--- config.mk ---
export PLATFORM = sky130hd
export DESIGN_NAME = aprt_pin_routing
export DESIGN_NICKNAME = d
export VERILOG_FILES = /design/src/logic/aprt_pkg.sv /design/src/logic/aprt_pin_routing.sv
export VERILOG_INCLUDE_DIRS = /design/src /design/src/logic
export SDC_FILE = /design/constraint.sdc
export NUM_CORES = 1
export LEC_CHECK = 0
export BUFFER_PORTS_ARGS = -buffer_cell sky130_fd_sc_hd__buf_2
export CORE_MARGIN = 2
export CORE_UTILIZATION = 57
export CTS_CLUSTER_DIAMETER = 200
export DETAILED_ROUTE_END_ITERATION = 12
export GPL_ROUTABILITY_DRIVEN = 0
export PLACE_DENSITY = 0.87
export SLEW_MARGIN = 10
export SYNTH_ARGS = -nofsm -noshare
export SYNTH_HDL_FRONTEND = slang
export SYNTH_SLANG_ARGS = --single-unit
--- constraint.sdc ---
create_clock -name CLK -period 3.43 [get_ports CLK]
set_input_delay 0.686 -clock CLK [delete_from_list [all_inputs] [get_ports CLK]]
set_output_delay 0.686 -clock CLK [all_outputs]
set_load 0.005 [all_outputs]
--- src/logic/aprt_map.svh ---
// Summary of operation
// RL1: primary port data input gated by bit 7
// RL2: secondary frame sync source from bits 6-4
// RL3: secondary bit clock source from bits 3-1
// RL4: secondary input one source from bits 7-5
// RL5: secondary input two source from bits 4-2
// RL6: bit 7 chooses channel one analog or microphone
// RL7: bit 6 chooses channel two analog or microphone
// RL8: bit 5 swaps channel 1/2 capture edges
// RL9: bit 4 swaps channel 3/4 capture edges
// RL10: bits 3-2 pick pair A microphone pin
// RL11: bits 1-0 pick pair B microphone pin
// RL12: override maps pin 1A choice to data input
// RL13: bit 6 makes serial output pin bidirectional
// RL14: pin or register control powers converter down
// RL15: bit 0 lets multipin one drive gain
// RL16: reserved bits written zero, read zero
// RL17: software avoids reserved selector codes
// RL18: output selector code 5 carries primary data
// RL19: pins synchronised; code zero gives inactive level
`ifndef APRT_MAP_SVH
`define APRT_MAP_SVH
`define APRT_OFS_CLK_ROUTE 8'h11
`define APRT_OFS_DATA_ROUTE 8'h12
`define APRT_OFS_MIC_ROUTE 8'h13
`define APRT_OFS_EXTRAS 8'h14
`define APRT_RST_CLK_ROUTE 8'h80
`define APRT_RST_DATA_ROUTE 8'h00
`define APRT_RST_MIC_ROUTE 8'h00
`define APRT_RST_EXTRAS 8'h00
`define APRT_MASK_CLK_ROUTE 8'hFE
`define APRT_MASK_DATA_ROUTE 8'hFC
`define APRT_MASK_MIC_ROUTE 8'hFF
`define APRT_MASK_EXTRAS 8'hF1
`define APRT_BIT_PRI_IN_EN 7
`define APRT_FS_HI 6
`define APRT_FS_LO 4
`define APRT_BC_HI 3
`define APRT_BC_LO 1
`define APRT_IN1_HI 7
`define APRT_IN1_LO 5
`define APRT_IN2_HI 4
`define APRT_IN2_LO 2
`define APRT_BIT_CH1_TYPE 7
`define APRT_BIT_CH2_TYPE 6
`define APRT_BIT_EDGE_A 5
`define APRT_BIT_EDGE_B 4
`define APRT_MA_HI 3
`define APRT_MA_LO 2
`define APRT_MB_HI 1
`define APRT_MB_LO 0
`define APRT_BIT_OVRD 7
`define APRT_BIT_OUT_WITH_IN 6
`define APRT_PD_HI 5
`define APRT_PD_LO 4
`define APRT_BIT_GAIN_EN 0
`define APRT_OUTSEL_PRIMARY 4'h5
`endif

--- src/logic/aprt_pkg.sv ---
package aprt_pkg;
   // 3-bit route codes of the secondary port selectors
   typedef enum logic [2:0] {
      APRT_R_OFF = 3'h0,
      APRT_R_MP1 = 3'h1,
      APRT_R_IN2A = 3'h2,
      APRT_R_IN1A = 3'h3,
      APRT_R_SOUT = 3'h4,
      APRT_R_PRI = 3'h5
   } aprt_route_t;
endpackage

--- src/logic/aprt_pin_routing.sv ---
`timescale 1ns/1ps
`include "aprt_map.svh"
module aprt_pin_routing
   import aprt_pkg::*;
(
   input wire logic CLK, // 40 MHz system clock
   input wire logic RESETN, // async reset, active low
   input wire logic REG_WR, // register write strobe
   input wire logic REG_RD, // register read strobe
   input wire logic [7:0] REG_ADDR, // register address
   input wire logic [7:0] REG_WDATA, // write data
   output logic [7:0] REG_RDATA, // read data, held after read
   input wire logic MULTIPIN_ONE, // multipin one pin
   input wire logic INPUT_PIN_TWO_A, // input pin 2A
   input wire logic INPUT_PIN_ONE_A, // input pin 1A
   input wire logic PRI_DATA_IN, // primary port data input pin
   input wire logic PRI_FSYNC, // primary port frame sync pin
   input wire logic PRI_BCLK, // primary port bit clock pin
   input wire logic SOUT_IN, // serial output pin, input side
   input wire logic [3:0] SOUT_FUNC_SEL, // serial output pin function selector
   input wire logic PRI_DATA_OUT, // primary port serial data from core
   input wire logic CONVERTER_POWERDOWN_CONTROL, // register power-down request, high = power down
   output logic PRI_PORT_DATA, // gated primary port data input
   output logic SEC_FSYNC, // secondary port frame sync
   output logic SEC_BCLK, // secondary port bit clock
   output logic SEC_DATA_ONE, // secondary port data input one
   output logic SEC_DATA_TWO, // secondary port data input two
   output logic SEC_PORT_ENABLE, // secondary port enabled
   output logic CH1_IS_MIC, // channel one is microphone type
   output logic CH2_IS_MIC, // channel two is microphone type
   output logic MIC_A_CH1_RISE, // channel one captured on rising edge
   output logic MIC_B_CH3_RISE, // channel three captured on rising edge
   output logic MIC_A_DATA, // microphone pair A data
   output logic MIC_A_ENABLE, // pair A enabled
   output logic MIC_B_DATA, // microphone pair B data
   output logic MIC_B_ENABLE, // pair B enabled
   output logic SOUT_OUT, // serial output pin drive value
   output logic SOUT_OE, // serial output pin enable
   output logic CONVERTER_POWERDOWN, // converter power down
   output logic GAIN_ADJUST_PIN, // gain adjust control from pin
   output logic GAIN_ADJUST_ENABLE // gain adjust pin control active
);

   ////////////////////////////////////////////////////////////////////////
   // reset release and pin synchronisers

   logic [1:0] rst_sync_r; // reset release pipeline
   logic rst_n; // synchronised reset
   logic [6:0] meta_r; // first synchroniser stage, read only by sync_r
   logic [6:0] sync_r; // second stage, safe to use

   // release is synchronous so all flops leave reset on the same edge
   always_ff @(posedge CLK or negedge RESETN)
   begin
      if (!RESETN)
         rst_sync_r <= 2'h0;
      else
         rst_sync_r <= {rst_sync_r[0], 1'b1};
   end
   assign rst_n = rst_sync_r[1];

   // every pin passes two flops before use; with the output stage a pin reaches an output three cycles later
   always_ff @(posedge CLK or negedge rst_n)
   begin
      if (!rst_n)
      begin
         meta_r <= 7'h00;
         sync_r <= 7'h00;
      end
      else
      begin
         meta_r <= {SOUT_IN, PRI_BCLK, PRI_FSYNC, PRI_DATA_IN,
                    INPUT_PIN_ONE_A, INPUT_PIN_TWO_A, MULTIPIN_ONE}; // [RL19]
         sync_r <= meta_r;
      end
   end

   // synchronised copies of the pins, plus the register request pdctl_s taken as is
   logic mp1_s; // multipin one
   logic in2a_s; // input pin 2A
   logic in1a_s; // input pin 1A
   logic pdin_s; // primary data input
   logic pfs_s; // primary frame sync
   logic pbc_s; // primary bit clock
   logic sout_s; // serial output pin, input side
   logic pdctl_s; // register power-down request

   assign {sout_s, pbc_s, pfs_s, pdin_s, in1a_s, in2a_s, mp1_s} = sync_r;
   // the request comes from a register on this clock, so no synchroniser is needed
   assign pdctl_s = CONVERTER_POWERDOWN_CONTROL;

   ////////////////////////////////////////////////////////////////////////
   // registers

   logic [7:0] clk_route_r; // secondary_port_clock_route
   logic [7:0] data_route_r; // secondary_port_data_route
   logic [7:0] mic_route_r; // digital_mic_route
   logic [7:0] extras_r; // pin_function_extras

   // reserved bits are masked on write so they always read zero
   always_ff @(posedge CLK or negedge rst_n)
   begin
      if (!rst_n)
      begin
         clk_route_r <= `APRT_RST_CLK_ROUTE;
         data_route_r <= `APRT_RST_DATA_ROUTE;
         mic_route_r <= `APRT_RST_MIC_ROUTE;
         extras_r <= `APRT_RST_EXTRAS;
      end
      else if (REG_WR)
      begin
         unique case (REG_ADDR)
            `APRT_OFS_CLK_ROUTE: clk_route_r <= REG_WDATA & `APRT_MASK_CLK_ROUTE; // [RL16]
            `APRT_OFS_DATA_ROUTE: data_route_r <= REG_WDATA & `APRT_MASK_DATA_ROUTE; // [RL16]
            `APRT_OFS_MIC_ROUTE: mic_route_r <= REG_WDATA & `APRT_MASK_MIC_ROUTE;
            `APRT_OFS_EXTRAS: extras_r <= REG_WDATA & `APRT_MASK_EXTRAS; // [RL16]
            default: ; // unmapped addresses ignore writes
         endcase
      end
   end

   // read data registered; unmapped addresses return zero
   always_ff @(posedge CLK or negedge rst_n)
   begin
      if (!rst_n)
         REG_RDATA <= 8'h00;
      else if (REG_RD)
      begin
         unique case (REG_ADDR)
            `APRT_OFS_CLK_ROUTE: REG_RDATA <= clk_route_r;
            `APRT_OFS_DATA_ROUTE: REG_RDATA <= data_route_r;
            `APRT_OFS_MIC_ROUTE: REG_RDATA <= mic_route_r;
            `APRT_OFS_EXTRAS: REG_RDATA <= extras_r;
            default: REG_RDATA <= 8'h00;
         endcase
      end
   end

   ////////////////////////////////////////////////////////////////////////
   // selection helpers

   // 3-bit route; reserved codes give a quiet zero rather than garbage
   function automatic logic route3(input logic [2:0] code, input logic mp1, input logic in2a,
                                   input logic in1a, input logic sout, input logic pri);
      unique case (aprt_route_t'(code))
         APRT_R_MP1: route3 = mp1;
         APRT_R_IN2A: route3 = in2a;
         APRT_R_IN1A: route3 = in1a;
         APRT_R_SOUT: route3 = sout;
         APRT_R_PRI: route3 = pri;
         default: route3 = 1'b0; // off and reserved codes [RL17]
      endcase
   endfunction

   // 2-bit pin choice; pin 1A may be replaced by the data input pin
   function automatic logic route2(input logic [1:0] code, input logic ovrd, input logic mp1,
                                   input logic in2a, input logic in1a, input logic din);
      unique case (code)
         2'h1: route2 = mp1;
         2'h2: route2 = in2a;
         2'h3: route2 = ovrd ? din : in1a; // [RL12]
         default: route2 = 1'b0; // disabled selector stays low [RL19]
      endcase
   endfunction

   logic sout_bidir; // serial output pin also used as input
   logic sout_in_ok; // pin input side usable
   logic [2:0] fs_sel; // secondary frame sync selector
   logic [2:0] bc_sel; // secondary bit clock selector
   logic [2:0] in1_sel; // secondary data one selector
   logic [2:0] in2_sel; // secondary data two selector
   logic [1:0] mic_a_sel; // pair A pin choice
   logic [1:0] mic_b_sel; // pair B pin choice
   logic mic_ovrd; // pin 1A choice becomes the data input pin
   logic pri_in_en; // primary data input enable
   logic gain_en; // multipin one drives the gain function
   logic [1:0] pd_sel; // power-down pin choice
   logic pd_pin; // selected power-down pin level
   logic mic_a_pin; // level picked for pair A
   logic mic_b_pin; // level picked for pair B

   assign sout_bidir = extras_r[`APRT_BIT_OUT_WITH_IN];
   // input side only meaningful when the pin is not purely an output
   assign sout_in_ok = sout_bidir || (SOUT_FUNC_SEL != `APRT_OUTSEL_PRIMARY);
   assign fs_sel = clk_route_r[`APRT_FS_HI:`APRT_FS_LO];
   assign bc_sel = clk_route_r[`APRT_BC_HI:`APRT_BC_LO];
   assign in1_sel = data_route_r[`APRT_IN1_HI:`APRT_IN1_LO];
   assign in2_sel = data_route_r[`APRT_IN2_HI:`APRT_IN2_LO];
   assign pd_sel = extras_r[`APRT_PD_HI:`APRT_PD_LO];
   assign mic_a_sel = mic_route_r[`APRT_MA_HI:`APRT_MA_LO];
   assign mic_b_sel = mic_route_r[`APRT_MB_HI:`APRT_MB_LO];
   assign mic_ovrd = extras_r[`APRT_BIT_OVRD];
   assign pri_in_en = clk_route_r[`APRT_BIT_PRI_IN_EN];
   assign gain_en = extras_r[`APRT_BIT_GAIN_EN];
   // the override reaches the microphone selectors only
   assign mic_a_pin = route2(mic_a_sel, mic_ovrd, mp1_s, in2a_s, in1a_s, pdin_s); // [RL10] [RL12]
   assign mic_b_pin = route2(mic_b_sel, mic_ovrd, mp1_s, in2a_s, in1a_s, pdin_s); // [RL11] [RL12]
   // no override for power down, so pin 1A always means pin 1A
   assign pd_pin = route2(pd_sel, 1'b0, mp1_s, in2a_s, in1a_s, 1'b0);

   ////////////////////////////////////////////////////////////////////////
   // primary and secondary port routing

   // primary data gate; a cleared enable holds the port input low
   always_ff @(posedge CLK or negedge rst_n)
   begin
      if (!rst_n)
         PRI_PORT_DATA <= 1'b0;
      else
         PRI_PORT_DATA <= pdin_s & pri_in_en; // [RL1]
   end

   // secondary clocks; code 4 is reserved here, so the serial pin is not offered
   always_ff @(posedge CLK or negedge rst_n)
   begin
      if (!rst_n)
      begin
         SEC_FSYNC <= 1'b0;
         SEC_BCLK <= 1'b0;
      end
      else
      begin
         SEC_FSYNC <= route3(fs_sel, mp1_s, in2a_s, in1a_s, 1'b0, pfs_s); // [RL2]
         SEC_BCLK <= route3(bc_sel, mp1_s, in2a_s, in1a_s, 1'b0, pbc_s); // [RL3]
      end
   end

   // secondary data; the serial pin counts only while its input side is usable
   always_ff @(posedge CLK or negedge rst_n)
   begin
      if (!rst_n)
      begin
         SEC_DATA_ONE <= 1'b0;
         SEC_DATA_TWO <= 1'b0;
      end
      else
      begin
         SEC_DATA_ONE <= route3(in1_sel, mp1_s, in2a_s, in1a_s, sout_s & sout_in_ok, pdin_s); // [RL4]
         SEC_DATA_TWO <= route3(in2_sel, mp1_s, in2a_s, in1a_s, sout_s & sout_in_ok, pdin_s); // [RL5]
      end
   end

   // port runs only with both clock sources set; one alone would leave it half clocked
   always_ff @(posedge CLK or negedge rst_n)
   begin
      if (!rst_n)
         SEC_PORT_ENABLE <= 1'b0;
      else
         SEC_PORT_ENABLE <= (fs_sel != 3'h0) && (bc_sel != 3'h0); // [RL2] [RL3]
   end

   ////////////////////////////////////////////////////////////////////////
   // microphone routing and record channel type

   // record channel type; analog unless the bit asks for a microphone
   always_ff @(posedge CLK or negedge rst_n)
   begin
      if (!rst_n)
      begin
         CH1_IS_MIC <= 1'b0;
         CH2_IS_MIC <= 1'b0;
      end
      else
      begin
         CH1_IS_MIC <= mic_route_r[`APRT_BIT_CH1_TYPE]; // [RL6]
         CH2_IS_MIC <= mic_route_r[`APRT_BIT_CH2_TYPE]; // [RL7]
      end
   end

   // capture edges: 0 = ch1 falling / ch2 rising; 1 swaps them, same for ch3 / ch4
   always_ff @(posedge CLK or negedge rst_n)
   begin
      if (!rst_n)
      begin
         MIC_A_CH1_RISE <= 1'b0;
         MIC_B_CH3_RISE <= 1'b0;
      end
      else
      begin
         MIC_A_CH1_RISE <= mic_route_r[`APRT_BIT_EDGE_A]; // [RL8]
         MIC_B_CH3_RISE <= mic_route_r[`APRT_BIT_EDGE_B]; // [RL9]
      end
   end

   // pair A; a disabled pair sees a steady low
   always_ff @(posedge CLK or negedge rst_n)
   begin
      if (!rst_n)
      begin
         MIC_A_DATA <= 1'b0;
         MIC_A_ENABLE <= 1'b0;
      end
      else
      begin
         MIC_A_DATA <= mic_a_pin; // [RL10] [RL19]
         MIC_A_ENABLE <= mic_a_sel != 2'h0; // [RL10]
      end
   end

   // pair B; a disabled pair sees a steady low
   always_ff @(posedge CLK or negedge rst_n)
   begin
      if (!rst_n)
      begin
         MIC_B_DATA <= 1'b0;
         MIC_B_ENABLE <= 1'b0;
      end
      else
      begin
         MIC_B_DATA <= mic_b_pin; // [RL11] [RL19]
         MIC_B_ENABLE <= mic_b_sel != 2'h0; // [RL11]
      end
   end

   ////////////////////////////////////////////////////////////////////////
   // serial output pin, power down and gain adjust

   // shared use still drives the primary output; the input side is read alongside
   always_ff @(posedge CLK or negedge rst_n)
   begin
      if (!rst_n)
      begin
         SOUT_OUT <= 1'b0;
         SOUT_OE <= 1'b0;
      end
      else
      begin
         SOUT_OUT <= PRI_DATA_OUT; // [RL18]
         SOUT_OE <= sout_bidir || (SOUT_FUNC_SEL == `APRT_OUTSEL_PRIMARY); // [RL13] [RL18]
      end
   end

   // either source powers down; the pin cannot cancel a register request
   always_ff @(posedge CLK or negedge rst_n)
   begin
      if (!rst_n)
         CONVERTER_POWERDOWN <= 1'b0;
      else
         CONVERTER_POWERDOWN <= pd_pin | pdctl_s; // [RL14]
   end

   // gain adjust from multipin one, held low while pin control is off
   always_ff @(posedge CLK or negedge rst_n)
   begin
      if (!rst_n)
      begin
         GAIN_ADJUST_PIN <= 1'b0;
         GAIN_ADJUST_ENABLE <= 1'b0;
      end
      else
      begin
         GAIN_ADJUST_PIN <= mp1_s & gain_en; // [RL15]
         GAIN_ADJUST_ENABLE <= gain_en; // [RL15]
      end
   end

endmodule

==> qor.csv, run 1 <==
stage,metric,value,unit
status,outcome,"complete, no violations",
routing,remaining antenna violation count,0,
yosys,Mapped Cells,202,
timing,final setup fails,0,
finish,layout cells sized above 1,40.66,%
yosys,post-synth cell types,35,
worst_setup_path,Critical Path AT,2.21,ns
yosys,"count leader, synth",dfrtp_1,
worst_setup_path,slowest CP cell,nor3_2,
clock_tree,CTS Buffer Depth,2,
power_and_ir_drop,Clock power frac,38.7,%
yosys,most instantiated cells after synthesis,"dfrtp_1 (68), mux2_2 (21), inv_1 (15)",
worst_hold_path,hold crit path type,input port to asynchronous set/reset pin,
worst_setup_path,"Req. time, crit path",3.65,ns
worst_setup_path,R2R Setup Slk,2.12,ns
routing,post-route DRC violation count,0,
yosys,post-synthesis mux area share,15.37,%
worst_setup_path,FF-to-FF End,clk_route_r[7],
grt,first-pass GRT wire length,8.887,mm
power_and_ir_drop,sequential share of power,54.8,%
clock_tree,Clock Latency Late Sink,0.34,ns
worst_setup_path,Worst setup SP type,input port,
placed_design,Port Buffers,59,
worst_setup_path,WS Path Type,input port to flip-flop,
timing,Hold Fails Final Rpt,0,
timing,Final min period,1.985,ns
worst_setup_path,crit path max fanout,10,
yosys,synth top area cells,"dfrtp_1 (62%), mux2_2 (8.6%), mux2_4 (3.8%), mux2i_1 (2.9%), inv_1 (2.1%)",
yosys,largest family of logic cells by synthesized area,multiplexers,
die,Std-Cell Core Area,0.004692,mm2
routing,WL final,5.599,mm
yosys,"Seq/Total Area, Yosys",63.00,%
timing,final cycle utilization of the critical path,57.87,%
finish,Area Growth Syn to Fin,19.48,%
worst_setup_path,critical path's largest stage delay,0.65,ns
clock_tree,Num CTS Buffers,9,
yosys,Mapped Area,0.002743,mm2
power_and_ir_drop,total power,0.001624,W
finish,Reg area,0.001729,mm2
yosys,complex-gate fraction of the synthesized area,9.033,%
finish,"Design Area, Final",0.003277,mm2
routing,via count,1866,
grt,Overflow after GRT,0,
power_and_ir_drop,switch share,23.20,%
grt,GR Util All Layers,23.04,%
die,row count,25,
grt,largest net degree at the start of global routing,48,
worst_setup_path,worst path bufs/invs,2,
timing,Final Skew,0.007070,ns
yosys,Adder-Cell Fraction of Synth Area,0,%
clock_tree,postcts setup bufs,0,
power_and_ir_drop,maximum VDD drop,270.6,uV
yosys,syn avg cell area,13.58,um2
routing,drt wl/cell,17.12,um
timing,slew margin rel.,35.70,%
routing,Vias/cell,5.706,
yosys,syn_nets,235,
timing,Least-Margin Pin Slew,0.9646,ns
yosys,simple-gate share of the synthesized area,9.352,%
timing,total negative slack,0,ns
timing,FMAX,0.5038,GHz
yosys,xor and xnor area share after synthesis,0,%
die,die area,0.005382,mm2
placed_design,DP Wirelength,3.892,mm
worst_setup_path,CP Cell Sequence,buf_2 > inv_1 > nor3_2 > mux2_2,
worst_setup_path,reg2reg start,rst_sync_r[1],
power_and_ir_drop,Sw Pwr,0.0003769,W
worst_setup_path,critical path endpoint category,flip-flop,
die,die width,73.37,um
yosys,Yosys warning total,0,
power_and_ir_drop,combinational share of power,6.5,%
yosys,Synth async-reset ratio,100.0,%
worst_setup_path,"delay-heaviest family, CP",simple AND/OR/NAND/NOR gates,
grt,vias in the first global route,1776,
yosys,Synth Register Bits,69,
timing,worst hold slack,0.1157,ns
finish,multi-input logic area,929.6,um2
finish,Antenna Cells,0,
routing,DRC marker count from the first detailed-route iteration,182,
clock_tree,CTS tree,done,
die,Die H,73.37,um
yosys,Synth area leader,dfrtp_1,
routing,drt first pass iters,5,
finish,Final #Nets,301,
worst_setup_path,reg2reg path depth,1,
power_and_ir_drop,PwrDens,495.7,mW/mm2
timing,max-slew violation count,0,
clock_tree,clock sink count,69,
power_and_ir_drop,Cell Int Power,0.001247,W
yosys,ys flop type,dfrtp_1,
power_and_ir_drop,leak pwr,1.663,nW
timing,unrepaired setup endpoints after global routing,false,
flow_run,max_cap viols,0,
die,Starting Density,58.45,%
grt,initial antenna violation count,0,
clock_tree,# hold bufs at CTS,0,
finish,Fillers,346,
clock_tree,# resized after CTS,0,
clock_tree,CTS root buffer,clkbuf_8,
die,I/O pin cnt,60,
placed_design,area post-placement,0.003085,mm2
yosys,area share of the largest cell type after synthesis,62.04,%
clock_tree,clk slew on worst S/H paths,0.07,ns
clock_tree,CTS H-tree depth,3,
yosys,Post-synth EDFFs,0,
cells by family after synthesis:
kind of cell / count (synthesis)
mux: 36
other cells: 1
flops: 69
simple gates: 40
compound gates: 36
buf+inv: 20
power groups by stage:
| stage | sequential, W | combinational (W) | clock [W] |
|---|---|---|---|
| 6_report | 0.000889 | 0.000106 | 0.000629 |
| 4_1_cts | 0.000889 | 0.000107 | 0.000638 |
| 2_1_floorplan | 0.000898 | 0.0000548 | 0 |
| 5_1_grt | 0.000896 | 0.000118 | 0.000671 |
| 3_5_place_dp | 0.000904 | 0.000107 | 0 |
| 3_3_place_gp | 0.000902 | 0.000102 | 0 |
cells in the final DEF (no fill, tap or decap), types with 2 or more instances in the layout:
| master | synthesis | routed |
|---|---|---|
| dfrtp_1 | 68 | 67 |
| buf_2 | 2 | 59 |
| mux2_2 | 21 | 21 |
| inv_1 | 15 | 15 |
| nor2_1 | 13 | 13 |
| clkbuf_8 | 0 | 13 |
| mux2i_1 | 8 | 8 |
| o21ai_0 | 7 | 7 |
| o22ai_1 | 7 | 7 |
| mux2_4 | 7 | 7 |
| nand2_1 | 6 | 6 |
| a22oi_1 | 4 | 4 |
| nand2b_1 | 4 | 4 |
| a221oi_1 | 4 | 4 |
| o211ai_1 | 3 | 3 |
| a21oi_1 | 3 | 3 |
| and2_1 | 3 | 3 |
| nor3_1 | 3 | 3 |
| o32ai_1 | 3 | 3 |
| a31oi_1 | 2 | 2 |
| or2_2 | 2 | 2 |
| nor3_2 | 2 | 2 |
| clkbuf_1 | 1 | 2 |
per-layer routing:
layer  routed length [um]  track usage (%)  vias to the layer above
met5                    0                0                        -
met4                   76            10.30                        0
met3                  411            7.133                        9
met2                 2667            33.33                       84
met1                 2443            32.30                      921
li1                     -                -                      852
final cells by class:
cell class | count | area share [%]
Timing Repair Buffer | 60 | 9.240
Inverter | 15 | 1.718
Clock buffer | 15 | 5.689
Clock inverter | 1 | 0.1527
Multi-Input combinational cell | 113 | 28.37
Tap cell | 54 | 2.062
Sequential cell | 69 | 52.77
sequential cells by signal, indices dropped and copies added, names as in the netlist, 2 cells and up:
register	count
REG_RDATA	8
clk_route_r	7
data_route_r	6
extras_r	5
meta_r	7
mic_route_r	8
rst_sync_r	2
sync_r	7
metrics by stage:
| stage | util [%] | worst slack, ns | instances |
|---|---|---|---|
| 6_report | 69.84 | 1.445 | 327 |
| 3_3_place_gp | 65.76 | 1.165 | 311 |
| 5_1_grt | 69.84 | 1.359 | 327 |
| 4_1_cts | 69.84 | 1.466 | 327 |
| 3_5_place_dp | 65.76 | 1.103 | 311 |
| 2_1_floorplan | - | 1.368 | 202 |
worst max path at each step:
stage	startpoint	end	slack, ns	depth (start not counted)
floorplan	rst_sync_r[1]	CH1_IS_MIC	1.37	0
global placement	REG_ADDR[7]	clk_route_r[5]	1.17	5
detailed placement	REG_ADDR[7]	mic_route_r[3]	1.10	5
CTS	REG_ADDR[7]	mic_route_r[3]	1.47	5
global route	REG_ADDR[1]	mic_route_r[2]	1.36	4
finish	REG_ADDR[1]	mic_route_r[3]	1.45	4
(Power assumes the default switching activity.)
==> run 2, diff against run 1 <==
Settings changed: CORE_UTILIZATION 57 to 53, PLACE_DENSITY 0.87 to 0.82.
Clock period 3.43 ns to 2 ns, I/O delays scaled along.
==> run 2 against run 1 <==
Worst setup slack worse by 1.0 ns. Largest cell class unchanged. Critical path type unchanged. Total power up 83%. Sequential share of layout area fell by 1.7 points.
==> qor.csv, run 2 (synthesis gave the netlist of run 1 again) <==
stage,metric,value,unit,change
clock_tree,CTS Buffer Depth,2,,unchanged
timing,FMAX,0.6262,GHz,
clock_tree,# hold bufs at CTS,1,,+1
timing,final cycle utilization of the critical path,79.85,%,
die,die area,0.005766,mm2,+7.1%
clock_tree,Clock Latency Late Sink,0.34,ns,about the same
routing,via count,1867,,+0.054%
power_and_ir_drop,maximum VDD drop,538.3,uV,+99%
timing,slew margin rel.,59.62,%,+24 points
routing,metal1 wirelength,2.417,mm,-1.1%
routing,remaining antenna violation count,0,,unchanged
clock_tree,Num CTS Buffers,9,,unchanged
clock_tree,# resized after CTS,0,,unchanged
placed_design,DP Wirelength,3.963,mm,+1.8%
routing,post-route DRC violation count,0,,unchanged
clock_tree,clock sink count,69,,unchanged
flow_run,max_cap viols,0,,unchanged
die,Starting Density,54.39,%,-4.1 points
die,row count,26,,+4.0%
die,I/O pin cnt,60,,unchanged
finish,Layout Cells excl Fill,350,,+7.0%
timing,unrepaired setup endpoints after global routing,false,,
grt,GR Util All Layers,21.63,%,-1.4 points
timing,final setup fails,0,,unchanged
finish,"Design Area, Final",0.003386,mm2,+3.3%
timing,max-slew violation count,0,,unchanged
grt,largest net degree at the start of global routing,27,,-44%
timing,Hold Fails Final Rpt,0,,unchanged
worst_setup_path,"Req. time, crit path",2.22,ns,-1.43 ns
finish,"commonest non-fill, non-tap cell in the layout",dfrtp_1,,
die,Die H,75.94,um,+3.5%
grt,vias in the first global route,1908,,+7.4%
power_and_ir_drop,PwrDens,878.7,mW/mm2,+77%
timing,Final min period,1.597,ns,
grt,Overflow after GRT,0,,unchanged
routing,routed wl met2,2.809,mm,+5.3%
timing,total negative slack,0,ns,unchanged
placed_design,Port Buffers,59,,unchanged
finish,Antenna Cells,0,,unchanged
worst_setup_path,Critical Path AT,1.82,ns,-0.39 ns
routing,DR top layer,met4,,
routing,drt first pass iters,4,,-1
worst_setup_path,crit path max fanout,7,,-3
finish,layout cells sized above 1,42.14,%,+1.5 points
timing,Final Skew,0.007784,ns,+0.0007141 ns
worst_setup_path,WS Path Type,input port to flip-flop,,
clock_tree,CTS tree,done,,
clock_tree,CTS root buffer,clkbuf_8,,
clock_tree,postcts setup bufs,0,,unchanged
timing,Least-Margin Pin Slew,0.6011,ns,-0.3635 ns
routing,DRC marker count from the first detailed-route iteration,149,,-18%
placed_design,area post-placement,0.003151,mm2,+2.1%
finish,largest registers,"REG_RDATA x8, mic_route_r x8",,
placed_design,placed cell count,333,,+7.1%
clock_tree,CTS H-tree depth,3,,unchanged
routing,drt wl/cell,16.37,um,-4.4%
die,Std-Cell Core Area,0.005042,mm2,+7.5%
worst_setup_path,Worst setup SP type,input port,,
routing,Vias/cell,5.334,,-6.5%
routing,met3 routed WL,371,um,-9.7%
finish,most frequent cells in the layout,"dfrtp_1 (67), buf_2 (59), mux2_2 (21)",,
die,die width,75.94,um,+3.5%
power_and_ir_drop,leak pwr,1.713,nW,+3.0%
worst_setup_path,critical path endpoint category,flip-flop,,
status,outcome,"complete, no violations",,
worst_hold_path,hold crit path type,input port to flip-flop,,
finish,Area Growth Syn to Fin,23.45,%,
grt,initial antenna violation count,0,,unchanged
grt,first-pass GRT wire length,9.287,mm,+4.5%
routing,WL final,5.731,mm,+2.4%
finish,Final #Nets,308,,+2.3%
clock_tree,clk slew on worst S/H paths,0.07,ns,about the same
## run 2: cell type report
| cell class | instances | area, um2 |
|---|---|---|
| Sequential cell | 69 | 1729 |
| Fill cell | 394 | 1657 |
| Multi-Input combinational cell | 113 | 929.6 |
| Timing Repair Buffer | 67 | 357.8 |
| Clock buffer | 12 | 155.1 |
| Tap cell | 70 | 87.58 |
| Clock inverter | 4 | 70.07 |
| Inverter | 15 | 56.30 |
## run 2: critical path: stages
cell and delay (ns):
buf_2 0.11, nor3_4 0.23, nand4b_4 0.13, or3_1 0.56, mux2_4 0.38
## run 2: routing by layer
metal | global-route usage (%) | up-vias
met5 | 0 | -
met4 | 11.09 | 0
met3 | 6.429 | 12
met2 | 33.48 | 67
met1 | 27.94 | 921
li1 | - | 867
## run 2: power breakdown
| group | leakage, nW | switching, W | total, W | internal, W |
|---|---|---|---|---|
| logic | 0.687 | 0.0000985 | 0.000199 | 0.000101 |
| registers | 0.909 | 0.0000568 | 0.00152 | 0.00146 |
| clock network | 0.116 | 0.000494 | 0.00126 | 0.000766 |
| total | 1.71 | 0.000649 | 0.00298 | 0.00233 |
## run 2: through the flow
stage / worst slack, ns / power [W] / util [%] / hold slack (ns)
6_report: 0.4031 / 0.002975 / 67.15 / 0.1631
3_3_place_gp: 0.1188 / 0.001729 / 62.48 / 0.1862
4_1_cts: 0.4161 / 0.002998 / 67.15 / 0.1450
3_5_place_dp: 0.06747 / 0.001739 / 62.48 / 0.1900
5_1_grt: 0.3712 / 0.003089 / 67.15 / 0.1451
2_1_floorplan: 0.3168 / 0.001634 / - / 0.1044
## run 2: path summary, 6_finish.rpt
| kind | cells after the start | to | from | slack, ns |
|---|---|---|---|---|
| hold reg to reg | 0 | clk_route_r[3] | rst_sync_r[1] | 0.24 |
| setup reg to reg | 4 | REG_RDATA[4] | clk_route_r[4] | 0.80 |
| min in group asynchronous | 0 | clk_route_r[3] | rst_sync_r[1] | 0.24 |
| setup / recovery | 5 | clk_route_r[4] | REG_ADDR[7] | 0.40 |
| max in group asynchronous | 1 | CONVERTER_POWERDOWN | rst_sync_r[1] | 1.04 |
| hold / removal | 1 | meta_r[2] | INPUT_PIN_ONE_A | 0.16 |
